--- src/pkg/csd_pkg.sv ---
/*
 * Shared constants and carriers for the control store read path:
 * address field positions, delay-line tap positions and cycle timing.
 * Assumes a single 10 MHz reference clock drives the whole block.
 */
package csd_pkg;

   // Reference clock and cycle timing
   localparam int CLK_PERIOD_NS   = 100;
   localparam int CYCLE_NS        = 500;
   localparam int SENSE_DELAY_NS  = 100;
   localparam int CYCLE_CLKS      = CYCLE_NS / CLK_PERIOD_NS;
   // Least time: round up, at least one cycle
   localparam int SENSE_DLY_CLKS  = (SENSE_DELAY_NS + CLK_PERIOD_NS - 1) / CLK_PERIOD_NS;

   // Delay-line tap positions within one cycle
   localparam int TAP_RESTORE     = 0;
   localparam int TAP_GATE        = 1;
   localparam int TAP_DRIVE       = 2;
   localparam int TAP_SENSE       = TAP_DRIVE + SENSE_DLY_CLKS;
   localparam int TAP_SUPPLY_OFF  = TAP_SENSE + 1;
   localparam int TAP_LEN         = CYCLE_CLKS;

   // Address layout
   localparam int ADDR_W          = 12;
   localparam int GATE_MSB        = 11;
   localparam int GATE_NUM_MSB    = 10;
   localparam int GATE_LSB        = 6;
   localparam int MODULE_MSB      = 10;
   localparam int MODULE_LSB      = 8;
   localparam int UPPER_HALF_BIT  = 7;
   localparam int WORD_HALF_BIT   = 6;
   localparam int DRV_MSB         = 5;
   localparam int DRV_HI_LSB      = 3;
   localparam int DRV_LO_MSB      = 2;

   // Selection matrix and word
   localparam int NUM_GATES       = 32;
   localparam int NUM_DRIVERS     = 64;
   localparam int OCTAL_LINES     = 8;
   localparam int WORD_W          = 48;
   localparam logic [6:0] TAPE_MAX = 7'h7f;
   localparam logic [47:0] WORD_RST = 48'h0;

   typedef struct packed {
      logic       spare_bit;
      logic [2:0] module_num;
      logic [1:0] local_gate;
      logic [2:0] drv_hi;
      logic [2:0] drv_lo;
   } csd_addr_s;

   typedef struct packed {
      logic sense_restore;
      logic gate_strobe;
      logic drv_supply;
      logic drv_strobe;
      logic array_current;
      logic sense_reset;
      logic sense_strobe;
   } csd_strobe_s;

endpackage : csd_pkg

--- src/rtl/csd_read_path.sv ---
/*
 * Control store read path: address decode, delay-line timing and sense latches.
 * Assumes the sequencer, the inhibit source and the sense amplifiers all run on
 * i_ref_clk, so their signals need no synchroniser.
 */
// What this block does
// - Gate selection from address bits 10-6 (bit 11 unused), driver selection from bits 5-0.
// - Address bits 10-6 as unsigned value give the global gate number.
// - Bits 10-8 module, bits 7-6 local gate; gate equals module*4 plus local.
// - Address bits 5-0 as unsigned value give the driver number.
// - Driver low octal from bits 2-0, high octal from 5-3; lines intersect.
// - Upper-half bit set: tape is 127 minus driver; clear: tape equals driver.
// - Word-half bit picks second word via odd local gate when set.
// - One read every 500 ns, continuous; one pulse, delayed taps make strobes.
// - Sense restore first; gate and driver decode during restore.
// - Gate strobe turns on decoded gate before driver; no early current.
// - Driver supply on with gate; later driver strobe starts word current.
// - Sense strobe about 100 ns after current; reset latches capture 48 bits.
// - Driver supply switched off after sense strobe captures the word.
// - Inhibit suppresses sense reset and strobe; latches hold last word.
// - 32 gates, 64 drivers; exactly one of each active per word.
`timescale 1ns/10ps

module csd_onehot_dec #(
   parameter int IN_W = 3
) (
   input  wire logic [IN_W-1:0]       i_sel,    // Binary select
   input  wire logic                  i_en,     // Enable
   output logic      [(1<<IN_W)-1:0]  o_lines   // One-hot lines
);
   assign o_lines = i_en ? ((1 << IN_W)'(1) << i_sel) : '0;
endmodule : csd_onehot_dec

module csd_read_path (
   input  wire logic                        i_ref_clk,     // 10 MHz clock
   input  wire logic                        i_rst_n,       // Sync reset, active low
   input  wire logic                        i_cycle_pulse, // One pulse per read cycle
   input  wire logic [11:0]                 i_addr,        // Word address from sequencer
   input  wire logic                        i_inhibit,     // Store inhibit
   input  wire logic [47:0]                 i_sense,       // Sense amplifier outputs
   output csd_pkg::csd_strobe_s             o_strobes,     // Internal strobes
   output logic      [31:0]                 o_gate_sel,    // Gate drive, one-hot
   output logic      [63:0]                 o_drv_sel,     // Driver drive, one-hot
   output logic      [7:0]                  o_drv_lo_oct,  // Low octal decoder lines
   output logic      [7:0]                  o_drv_hi_oct,  // High octal decoder lines
   output logic      [4:0]                  o_gate_num,    // Global gate number
   output logic      [2:0]                  o_module_num,  // Module number
   output logic      [1:0]                  o_local_gate,  // Gate within module
   output logic      [5:0]                  o_drv_num,     // Driver number
   output logic      [6:0]                  o_tape_num,    // Tape number
   output logic                             o_word_b,      // Second word of tape
   output logic      [47:0]                 o_word         // Sense latches
);

   csd_pkg::csd_addr_s             dec_ff;
   logic [csd_pkg::TAP_LEN-1:0]    tap_ff;
   logic [csd_pkg::TAP_LEN-1:0]    nxt_tap;
   logic [47:0]                    word_ff;
   logic [47:0]                    nxt_word;
   logic [6:0]                     tape_ff;
   logic [6:0]                     nxt_tape;

   wire        cycle_busy;
   wire        cycle_start;
   wire        gate_on;
   wire        drv_on;
   wire        sense_rst_pulse;
   wire        sense_stb_pulse;
   wire [5:0]  addr_drv;
   wire [31:0] gate_lines;
   wire [7:0]  lo_lines;
   wire [7:0]  hi_lines;

   assign cycle_busy  = |tap_ff[csd_pkg::TAP_SENSE:0];
   assign cycle_start = i_cycle_pulse & ~cycle_busy;
   assign nxt_tap     = {tap_ff[csd_pkg::TAP_LEN-2:0], cycle_start};

   assign gate_on = tap_ff[csd_pkg::TAP_GATE] | tap_ff[csd_pkg::TAP_DRIVE] | tap_ff[csd_pkg::TAP_SENSE];
   assign drv_on  = tap_ff[csd_pkg::TAP_DRIVE] | tap_ff[csd_pkg::TAP_SENSE];

   assign sense_rst_pulse = tap_ff[csd_pkg::TAP_RESTORE] & ~i_inhibit;
   assign sense_stb_pulse = tap_ff[csd_pkg::TAP_SENSE] & ~i_inhibit;

   assign nxt_word = sense_stb_pulse ? i_sense :
                     sense_rst_pulse ? csd_pkg::WORD_RST : word_ff;

   assign addr_drv = i_addr[csd_pkg::DRV_MSB:0];
   assign nxt_tape = i_addr[csd_pkg::UPPER_HALF_BIT] ? (csd_pkg::TAPE_MAX - {1'b0, addr_drv})
                                                     : {1'b0, addr_drv};

   always_ff @(posedge i_ref_clk)
   begin
      if (!i_rst_n)
      begin
         tap_ff  <= '0;
         dec_ff  <= '0;
         tape_ff <= '0;
         word_ff <= csd_pkg::WORD_RST;
      end
      else
      begin
         tap_ff  <= nxt_tap;
         word_ff <= nxt_word;
         if (cycle_start)
         begin
            dec_ff  <= i_addr;
            tape_ff <= nxt_tape;
         end
      end
   end

   assign o_gate_num   = {dec_ff.module_num, dec_ff.local_gate};
   assign o_module_num = dec_ff.module_num;
   assign o_local_gate = dec_ff.local_gate;
   assign o_drv_num    = {dec_ff.drv_hi, dec_ff.drv_lo};
   assign o_tape_num   = tape_ff;
   // Odd local gate is B word
   assign o_word_b     = dec_ff.local_gate[0];
   assign o_word       = word_ff;

   csd_onehot_dec #(
      .IN_W (5)
   ) u_gate_dec (
      .i_sel   (o_gate_num),
      .i_en    (gate_on),
      .o_lines (gate_lines)
   );

   csd_onehot_dec #(
      .IN_W (3)
   ) u_drv_lo_dec (
      .i_sel   (dec_ff.drv_lo),
      .i_en    (drv_on),
      .o_lines (lo_lines)
   );

   csd_onehot_dec #(
      .IN_W (3)
   ) u_drv_hi_dec (
      .i_sel   (dec_ff.drv_hi),
      .i_en    (drv_on),
      .o_lines (hi_lines)
   );

   assign o_gate_sel   = gate_lines;
   assign o_drv_lo_oct = lo_lines;
   assign o_drv_hi_oct = hi_lines;

   genvar gh;
   generate
      for (gh = 0; gh < csd_pkg::OCTAL_LINES; gh++)
      begin : g_drv_row
         assign o_drv_sel[gh*8 +: 8] = lo_lines & {8{hi_lines[gh]}};
      end
   endgenerate

   assign o_strobes.sense_restore = tap_ff[csd_pkg::TAP_RESTORE];
   assign o_strobes.gate_strobe   = tap_ff[csd_pkg::TAP_GATE];
   assign o_strobes.drv_supply    = gate_on;
   assign o_strobes.drv_strobe    = tap_ff[csd_pkg::TAP_DRIVE];
   assign o_strobes.array_current = drv_on;
   assign o_strobes.sense_reset   = sense_rst_pulse;
   assign o_strobes.sense_strobe  = sense_stb_pulse;

   // Assertions

   property p_gate_field;
      @(posedge i_ref_clk) disable iff (!i_rst_n)
      cycle_start |=> (o_gate_num == $past(i_addr[csd_pkg::GATE_NUM_MSB:csd_pkg::GATE_LSB]));
   endproperty
   a_gate_field: assert property (p_gate_field) else $error("gate number not from address 10-6");

   property p_module_gate;
      @(posedge i_ref_clk) disable iff (!i_rst_n)
      cycle_start |=> (o_module_num == $past(i_addr[csd_pkg::MODULE_MSB:csd_pkg::MODULE_LSB]))
                      && ({o_module_num, 2'b00} + {3'b000, o_local_gate} == o_gate_num);
   endproperty
   a_module_gate: assert property (p_module_gate) else $error("module and local gate mismatch");

   property p_drv_field;
      @(posedge i_ref_clk) disable iff (!i_rst_n)
      cycle_start |=> (o_drv_num == $past(i_addr[csd_pkg::DRV_MSB:0]));
   endproperty
   a_drv_field: assert property (p_drv_field) else $error("driver number not from address 5-0");

   property p_drv_matrix;
      @(posedge i_ref_clk) disable iff (!i_rst_n)
      o_strobes.array_current |-> o_drv_sel[o_drv_num] && o_drv_lo_oct[o_drv_num[2:0]]
                                  && o_drv_hi_oct[o_drv_num[5:3]];
   endproperty
   a_drv_matrix: assert property (p_drv_matrix) else $error("driver lines do not meet at driver");

   property p_tape;
      @(posedge i_ref_clk) disable iff (!i_rst_n)
      cycle_start |=> (o_tape_num == ($past(i_addr[csd_pkg::UPPER_HALF_BIT])
                                      ? 7'h7f - {1'b0, $past(i_addr[5:0])}
                                      : {1'b0, $past(i_addr[5:0])}));
   endproperty
   a_tape: assert property (p_tape) else $error("tape number wrong");

   property p_word_half;
      @(posedge i_ref_clk) disable iff (!i_rst_n)
      cycle_start |=> (o_word_b == $past(i_addr[csd_pkg::WORD_HALF_BIT]));
   endproperty
   a_word_half: assert property (p_word_half) else $error("word half not from bit 6");

   property p_sequence;
      @(posedge i_ref_clk) disable iff (!i_rst_n)
      cycle_start |=> o_strobes.sense_restore ##1 o_strobes.gate_strobe ##1 o_strobes.drv_strobe
                      ##1 (tap_ff[csd_pkg::TAP_SENSE] && o_strobes.array_current);
   endproperty
   a_sequence: assert property (p_sequence) else $error("strobe sequence broken");

   property p_restore_decode;
      @(posedge i_ref_clk) disable iff (!i_rst_n)
      o_strobes.sense_restore |-> !o_strobes.gate_strobe && (o_gate_sel == 32'h0) && (o_drv_sel == 64'h0);
   endproperty
   a_restore_decode: assert property (p_restore_decode) else $error("selection active during restore");

   property p_gate_first;
      @(posedge i_ref_clk) disable iff (!i_rst_n)
      $rose(o_strobes.gate_strobe) |-> (o_drv_sel == 64'h0) ##1 o_strobes.drv_strobe;
   endproperty
   a_gate_first: assert property (p_gate_first) else $error("driver not after gate");

   property p_supply_with_gate;
      @(posedge i_ref_clk) disable iff (!i_rst_n)
      (o_gate_sel != 32'h0) |-> o_strobes.drv_supply && (o_gate_sel[o_gate_num]);
   endproperty
   a_supply_with_gate: assert property (p_supply_with_gate) else $error("supply not with gate");

   property p_sense_delay;
      @(posedge i_ref_clk) disable iff (!i_rst_n)
      o_strobes.sense_strobe |-> $past(o_strobes.array_current) && !$past(o_strobes.array_current, 2)
                                 ##1 (o_word == $past(i_sense));
   endproperty
   a_sense_delay: assert property (p_sense_delay) else $error("sense strobe timing or capture wrong");

   property p_supply_off;
      @(posedge i_ref_clk) disable iff (!i_rst_n)
      tap_ff[csd_pkg::TAP_SENSE] |=> !o_strobes.drv_supply && !o_strobes.array_current;
   endproperty
   a_supply_off: assert property (p_supply_off) else $error("supply still on after sense");

   property p_inhibit_hold;
      @(posedge i_ref_clk) disable iff (!i_rst_n)
      i_inhibit |-> !o_strobes.sense_reset && !o_strobes.sense_strobe ##1 (o_word == $past(o_word));
   endproperty
   a_inhibit_hold: assert property (p_inhibit_hold) else $error("latches changed under inhibit");

   property p_onehot_sel;
      @(posedge i_ref_clk) disable iff (!i_rst_n)
      o_strobes.array_current |-> $onehot(o_gate_sel) && $onehot(o_drv_sel);
   endproperty
   a_onehot_sel: assert property (p_onehot_sel) else $error("not one gate and one driver");

   property p_word_stable;
      @(posedge i_ref_clk) disable iff (!i_rst_n)
      !o_strobes.sense_reset && !o_strobes.sense_strobe |=> $stable(o_word);
   endproperty
   a_word_stable: assert property (p_word_stable) else $error("control word moved between strobes");

   property p_word_reset;
      @(posedge i_ref_clk) disable iff (!i_rst_n)
      o_strobes.sense_reset |=> (o_word == csd_pkg::WORD_RST);
   endproperty
   a_word_reset: assert property (p_word_reset) else $error("sense latches not cleared by sense reset");

   property p_supply_tap;
      @(posedge i_ref_clk) disable iff (!i_rst_n)
      tap_ff[csd_pkg::TAP_SUPPLY_OFF] |-> !o_strobes.drv_supply && !o_strobes.array_current && (o_drv_sel == 64'h0);
   endproperty
   a_supply_tap: assert property (p_supply_tap) else $error("supply on at the supply-off tap");

   property p_fields_hold;
      @(posedge i_ref_clk) disable iff (!i_rst_n)
      !cycle_start |=> $stable(o_gate_num) && $stable(o_drv_num) && $stable(o_tape_num) && $stable(o_word_b);
   endproperty
   a_fields_hold: assert property (p_fields_hold) else $error("address fields moved without a cycle start");

   property p_cycle_spacing;
      @(posedge i_ref_clk) disable iff (!i_rst_n)
      o_strobes.sense_restore |=> (!o_strobes.sense_restore) [*4];
   endproperty
   a_cycle_spacing: assert property (p_cycle_spacing) else $error("restore strobes closer than one cycle");

endmodule : csd_read_path

--- config.mk ---
export PLATFORM = sky130hd
export DESIGN_NAME = csd_read_path
export DESIGN_NICKNAME = d
export VERILOG_FILES = /design/src/pkg/csd_pkg.sv /design/src/rtl/csd_read_path.sv
export SDC_FILE = /design/constraint.sdc
export NUM_CORES = 1
export LEC_CHECK = 0
export BUFFER_PORTS_ARGS = -buffer_cell sky130_fd_sc_hd__clkbuf_2
export CAP_MARGIN = 20
export CORE_ASPECT_RATIO = 0.7
export CORE_MARGIN = 1.5
export CORE_UTILIZATION = 37
export DETAILED_ROUTE_END_ITERATION = 16
export PLACE_DENSITY = 0.77
export SETUP_SLACK_MARGIN = 0.3
export SLEW_MARGIN = 20
export SYNTH_ARGS = -nofsm -noshare
export SYNTH_HDL_FRONTEND = slang
export SYNTH_SLANG_ARGS = --single-unit
--- constraint.sdc ---
create_clock -name i_ref_clk -period 1.3 [get_ports i_ref_clk]
set_input_delay 0.26 -clock i_ref_clk [delete_from_list [all_inputs] [get_ports i_ref_clk]]
set_output_delay 0.26 -clock i_ref_clk [all_outputs]
set_load 0.1 [all_outputs]
==> reports/qor.txt, run 1 <==
initial core utilization: 0.382
die height: 83.9 µm
FP Rows: 29
IO Port Bufs: 253
Synth Instances: 427
synth warn: 0
Yosys top cell area share: 0.399
post-synthesis sequential element count: 69
Err: [ERROR DPL-0038] Utilization greater than 100%, impossible to legalize
Placer Congestion: 0.847
top post-synthesis cells by area: dfxtp_1, a22oi_1, nor2_1
cell area after synthesis: 0.00346 mm²
Exit stage: detailed placement
cell taking the most area after synthesis: dfxtp_1
post-synthesis sequential area ratio: 0.399
Net Count, Synth: 491
run status: aborted with a tool error
IO Count: 255
Die X: 119 µm
Distinct cells, synth: 33
syn avg cell area: 8.10 µm²
==> stage by stage <==
| stage | instances | hold WS [ns] | TNS, ns | setup WS [ns] | area, µm² |
|---|---|---|---|---|---|
| after floorplan | 427 | 0.392 | -68.99 | -1.09 | 5230 |
| after global placement | 800 | 0.483 | -30.67 | -0.422 | 9390 |
==> synth_stat cells, drive strengths merged <==
library cell,number
and3,1
o21a,2
nand4,1
o211a,6
nand3,11
nor2,92
nand2b,4
xnor2,6
and2,4
or3b,2
buf,33
or4,1
a22oi,48
dfxtp,69
o21ba,2
o21bai,1
or3,3
clkbuf,12
nand2,36
inv,18
and2b,1
nor2b,54
nor3,9
mux2i,11
==> cell families after synthesis <==
logic type,count (synthesis),share of synthesized area
xor+xnor,6,0.0152
buf+inv,63,0.103
compound gates,59,0.135
flops,69,0.399
mux,11,0.0318
simple gates,219,0.316
==> run 2: changes to the inputs <==
--- a/config.mk
+++ b/config.mk
@@ -7,12 +7,10 @@
 export LEC_CHECK = 0
 export BUFFER_PORTS_ARGS = -buffer_cell sky130_fd_sc_hd__clkbuf_2
 export CAP_MARGIN = 20
-export CORE_ASPECT_RATIO = 0.7
-export CORE_MARGIN = 1.5
-export CORE_UTILIZATION = 37
+export CORE_AREA = 2 2 99 101
 export DETAILED_ROUTE_END_ITERATION = 16
-export PLACE_DENSITY = 0.77
-export SETUP_SLACK_MARGIN = 0.3
+export DIE_AREA = 0 0 101 103
+export PLACE_DENSITY_LB_ADDON = 0.15
 export SLEW_MARGIN = 20
 export SYNTH_ARGS = -nofsm -noshare
 export SYNTH_HDL_FRONTEND = slang
==> constraint.sdc (replaced) <==
create_clock -name i_ref_clk -period 1.69 [get_ports i_ref_clk]
set_input_delay 0.338 -clock i_ref_clk [delete_from_list [all_inputs] [get_ports i_ref_clk]]
set_output_delay 0.338 -clock i_ref_clk [all_outputs]
set_load 0.1 [all_outputs]
==> run 2 against run 1 <==
Net effect:
- synthesized cell count stayed put
- synthesized area stayed put
- the flow now finishes, with violations (setup timing)
==> reports/qor.txt, run 2 <==
FP Rows: 36 (+24%)
root buf cell: clkbuf_8
slew at the pin with the worst max-slew slack: 0.720 ns
IO Port Bufs: 253 (unchanged)
switching power: 1.75 mW
most numerous cell in the Yosys netlist: nor2_1
Yosys top cell area share: 0.399 (unchanged)
Hold Crit Class: input port to flop
Buf+Inv Stages, Crit Path: 2
critical path peak fanout: 5
dpl cells: 786
Synth Instances: 427 (unchanged)
Die X: 101 µm (-15%)
Max VDD drop: 0.773 mV
final hold violations: 0
Num CTS Buffers: 9
fin crit period: 2.14 ns
Power Density: 505 mW/mm²
cell taking the most area after synthesis: dfxtp_1
Crit path required time: 1.35 ns
Clock Skews: 0.0180 ns
RSZ-0062 raised after global routing: true
CP Cell Sequence: nand2b_4 -> or3_4 -> buf_4 -> nor2_4 -> buf_12
Largest register FFs: 48
ANT cells: 0
run status: finished, violations left
syn avg cell area: 8.10 µm² (unchanged)
kind of critical path: flop to output port
vias in the first global route: 4754
Post-synth EDFFs: 0 (unchanged)
switching fraction of total power: 0.384
Seq pwr share: 0.385
commonest non-fill, non-tap cells in the layout: buf_12, clkbuf_2, nor2_4, buf_4, dfxtp_1
Worst setup EP type: output port
CTS tree: yes
setup total negative slack: -40.73 ns
post-synthesis sequential element count: 69 (unchanged)
P_leak: 3.27 nW
initial core utilization: 0.366 (-0.0156)
Distinct cells, synth: 33 (unchanged)
area delta synth->final: 161%
top post-synthesis cells by area: dfxtp_1, a22oi_1, nor2_1
Final Core Density: 0.954
synth warn: 0 (unchanged)
internal power: 2.81 mW
Clock transition at path regs: 0.08 ns
first-pass GRT wire length: 30.0 mm
GR Util All Layers: 0.384
Worst Setup Start Kind: flop
largest net degree at the start of global routing: 31
relative slew slack: 0.520
DP Worst Slack: -0.0808 ns
Arr. time, crit path: 1.80 ns
clk_lat worst skew: 0.35 ns
DP HPWL: 11.7 mm
gr ovfl total: 0
Final Net Count: 799
routed wire length: 23.9 mm
CTS Hold Bufs: 0
Net Count, Synth: 491 (unchanged)
IO Count: 255 (unchanged)
H-tree levels: 3
Synth top cells by count: nor2_1, dfxtp_1, nor2b_1
Avg WL per Cell: 28.0 µm
initial drt markers: 418
crit share post-route: 1.27
Detailed Routing Iterations Pass 1: 5
final-report setup violation count: 123
Max stage delay on crit path: 0.43 ns
worst setup slack after layout: -0.448 ns
DR DRC count: 0
Layout Cells excl Fill: 853
CTS sink cnt: 69
Max Cap Viol: 0
Pins Over Slew Limit: 0
Via-to-Cell Ratio: 5.96
cell area after synthesis: 0.00346 mm² (unchanged)
clock network power share: 0.288
Placer Congestion: 0.800 (-5.5%)
initial antenna violation count: 0
deepest clock path buffer count: 2
commonest non-fill, non-tap cell in the layout: buf_12
violated checks: setup timing
die height: 103 µm (+23%)
fmax: 468 MHz
async set or reset register ratio after synthesis: 0 (unchanged)
post-synthesis sequential area ratio: 0.399 (unchanged)
core box area: 0.00946 mm²
Post-DRT Antenna Nets: 0
ys flop type: dfxtp_1
Gate power share: 0.327
die area: 0.0104 mm²
Critical-path top delay cell: or3_4
layout cells sized above 1: 0.719
Via Count: 5081
Top delay family on crit path: simple AND/OR/NAND/NOR gates
## run 2: cell counts after synthesis
Identical to the previous run, type by type.
## run 2: final timing paths
path                         from               to  slack (ns)  depth (start not counted)
hold reg to reg     o_tape_num[4]    o_tape_num[4]        0.54                          1
setup / recovery  o_module_num[0]   o_gate_sel[10]       -0.45                          5
hold / removal          i_addr[9]  o_module_num[1]        0.25                          3
setup reg to reg        tap_ff[3]       o_word[11]       -0.03                          5
## run 2: worst reg2reg max path, stage by stage, from the launching register on
cell      delay (ns)
dfxtp_2         0.36
buf_6           0.15
buf_6           0.14
o21bai_2        0.59
a22oi_1         0.21
nor2b_1         0.19
## run 2: logic make-up after synthesis
kind of cell              Yosys count  share of synthesized area
AOI/OAI and AO/OA                  59                      0.135
xor gates and xnor gates            6                     0.0152
buffers and inverters              63                      0.103
DFF                                69                      0.399
muxes                              11                     0.0318
and+or+nand+nor                   219                      0.316
## run 2: metal layers
metal	track usage	share of wire
met4	0.169	0.057
met2	0.678	0.50
met5	0	0
met1	0.455	0.35
met3	0.0753	0.094
## run 2: what timing repair did
item	4_1_cts	5_1_grt
endpoints found under the setup margin	162	133
cloned	17	2
pin swaps	74	38
resized for setup	28	18
buffers inserted	28	6
## run 2: cell type report
type                       instances  area [µm²]
fill                             200         432
multi-input combinational        309        3150
sequential                        69        1430
clock inverter                     3        40.0
timing repair buffer             328        4000
inverter                          18         128
tap                              114         143
clock buffer                      12         135
## run 2: stage by stage
step           hold WS [ns]  power (mW)  cell area (µm²)
4_1_cts               0.202        4.35             8880
5_1_grt               0.265        4.63             9030
3_3_place_gp          0.485        2.93             7990
6_report              0.249        4.56             9030
2_1_floorplan         0.470        2.69             4760
3_5_place_dp          0.490        2.96             7990
## run 2: power by group through the flow
stage	Sequential (mW)	Clock [mW]	Combinational (mW)
4_1_cts	1.74	1.26	1.35
3_3_place_gp	1.77	0	1.16
2_1_floorplan	2.05	0	0.636
6_report	1.76	1.31	1.49
3_5_place_dp	1.78	0	1.18
5_1_grt	1.76	1.37	1.51
Power figures use the tool's default switching activity.
==> run 3: changes to the inputs <==
--- a/config.mk
+++ b/config.mk
@@ -6,10 +6,10 @@
 export NUM_CORES = 1
 export LEC_CHECK = 0
 export BUFFER_PORTS_ARGS = -buffer_cell sky130_fd_sc_hd__clkbuf_2
-export CAP_MARGIN = 20
 export CORE_AREA = 2 2 99 101
 export DETAILED_ROUTE_END_ITERATION = 16
 export DIE_AREA = 0 0 101 103
+export GPL_TIMING_DRIVEN = 0
 export PLACE_DENSITY_LB_ADDON = 0.15
 export SLEW_MARGIN = 20
 export SYNTH_ARGS = -nofsm -noshare
==> run 3 against run 2 <==
Net effect:
- synthesized area unchanged
- the run now fails in clock tree synthesis
- synthesized cell count stayed put
==> reports/qor.txt, run 3 <==
FP Rows: 36 (unchanged)
Synth top cells by count: nor2_1, dfxtp_1, nor2b_1
die height: 103 µm (unchanged)
most numerous cell in the Yosys netlist: nor2_1
Post-synth EDFFs: 0 (unchanged)
top post-synthesis cells by area: dfxtp_1, a22oi_1, nor2_1
Die X: 101 µm (unchanged)
root buf cell: clkbuf_8
Err: [ERROR DPL-0038] Utilization greater than 100%, impossible to legalize
Num CTS Buffers: 9 (unchanged)
post-synthesis sequential area ratio: 0.399 (unchanged)
CTS Hold Bufs: 0 (unchanged)
IO Port Bufs: 251 (-0.79%)
syn avg cell area: 8.10 µm² (unchanged)
Distinct cells, synth: 33 (unchanged)
run status: aborted with a tool error
deepest clock path buffer count: 2 (unchanged)
CTS resizes: 383 (+1300%)
DP HPWL: 9.17 mm (-22%)
Synth Instances: 427 (unchanged)
total setup buffers inserted after CTS: 62 (+120%)
DP Area: 0.00616 mm² (-23%)
IO Count: 255 (unchanged)
Net Count, Synth: 491 (unchanged)
synth warn: 0 (unchanged)
cell area after synthesis: 0.00346 mm² (unchanged)
ys flop type: dfxtp_1
initial core utilization: 0.366 (unchanged)
Exit stage: clock tree synthesis
Placer Congestion: 0.783 (-2.1%)
Yosys top cell area share: 0.399 (unchanged)
H-tree levels: 3 (unchanged)
cell taking the most area after synthesis: dfxtp_1
async set or reset register ratio after synthesis: 0 (unchanged)
CTS sink cnt: 69 (unchanged)
post-synthesis sequential element count: 69 (unchanged)
==> run 3: cell counts after synthesis <==
Identical to the previous run, type by type.
==> run 3: cell families after synthesis <==
| kind of cell | share of synthesized area |
|---|---|
| AND/OR/NAND/NOR | 0.316 |
| flip-flops | 0.399 |
| buffers and inverters | 0.103 |
| AO/OA/AOI/OAI | 0.135 |
| multiplexers | 0.0318 |
| XOR/XNOR | 0.0152 |
==> run 3: metrics by stage <==
stage               cells  setup WS [ns]  utilization
floorplan             427         -0.781            -
global placement      792         -0.556        0.651
detailed placement    792         -0.575        0.651
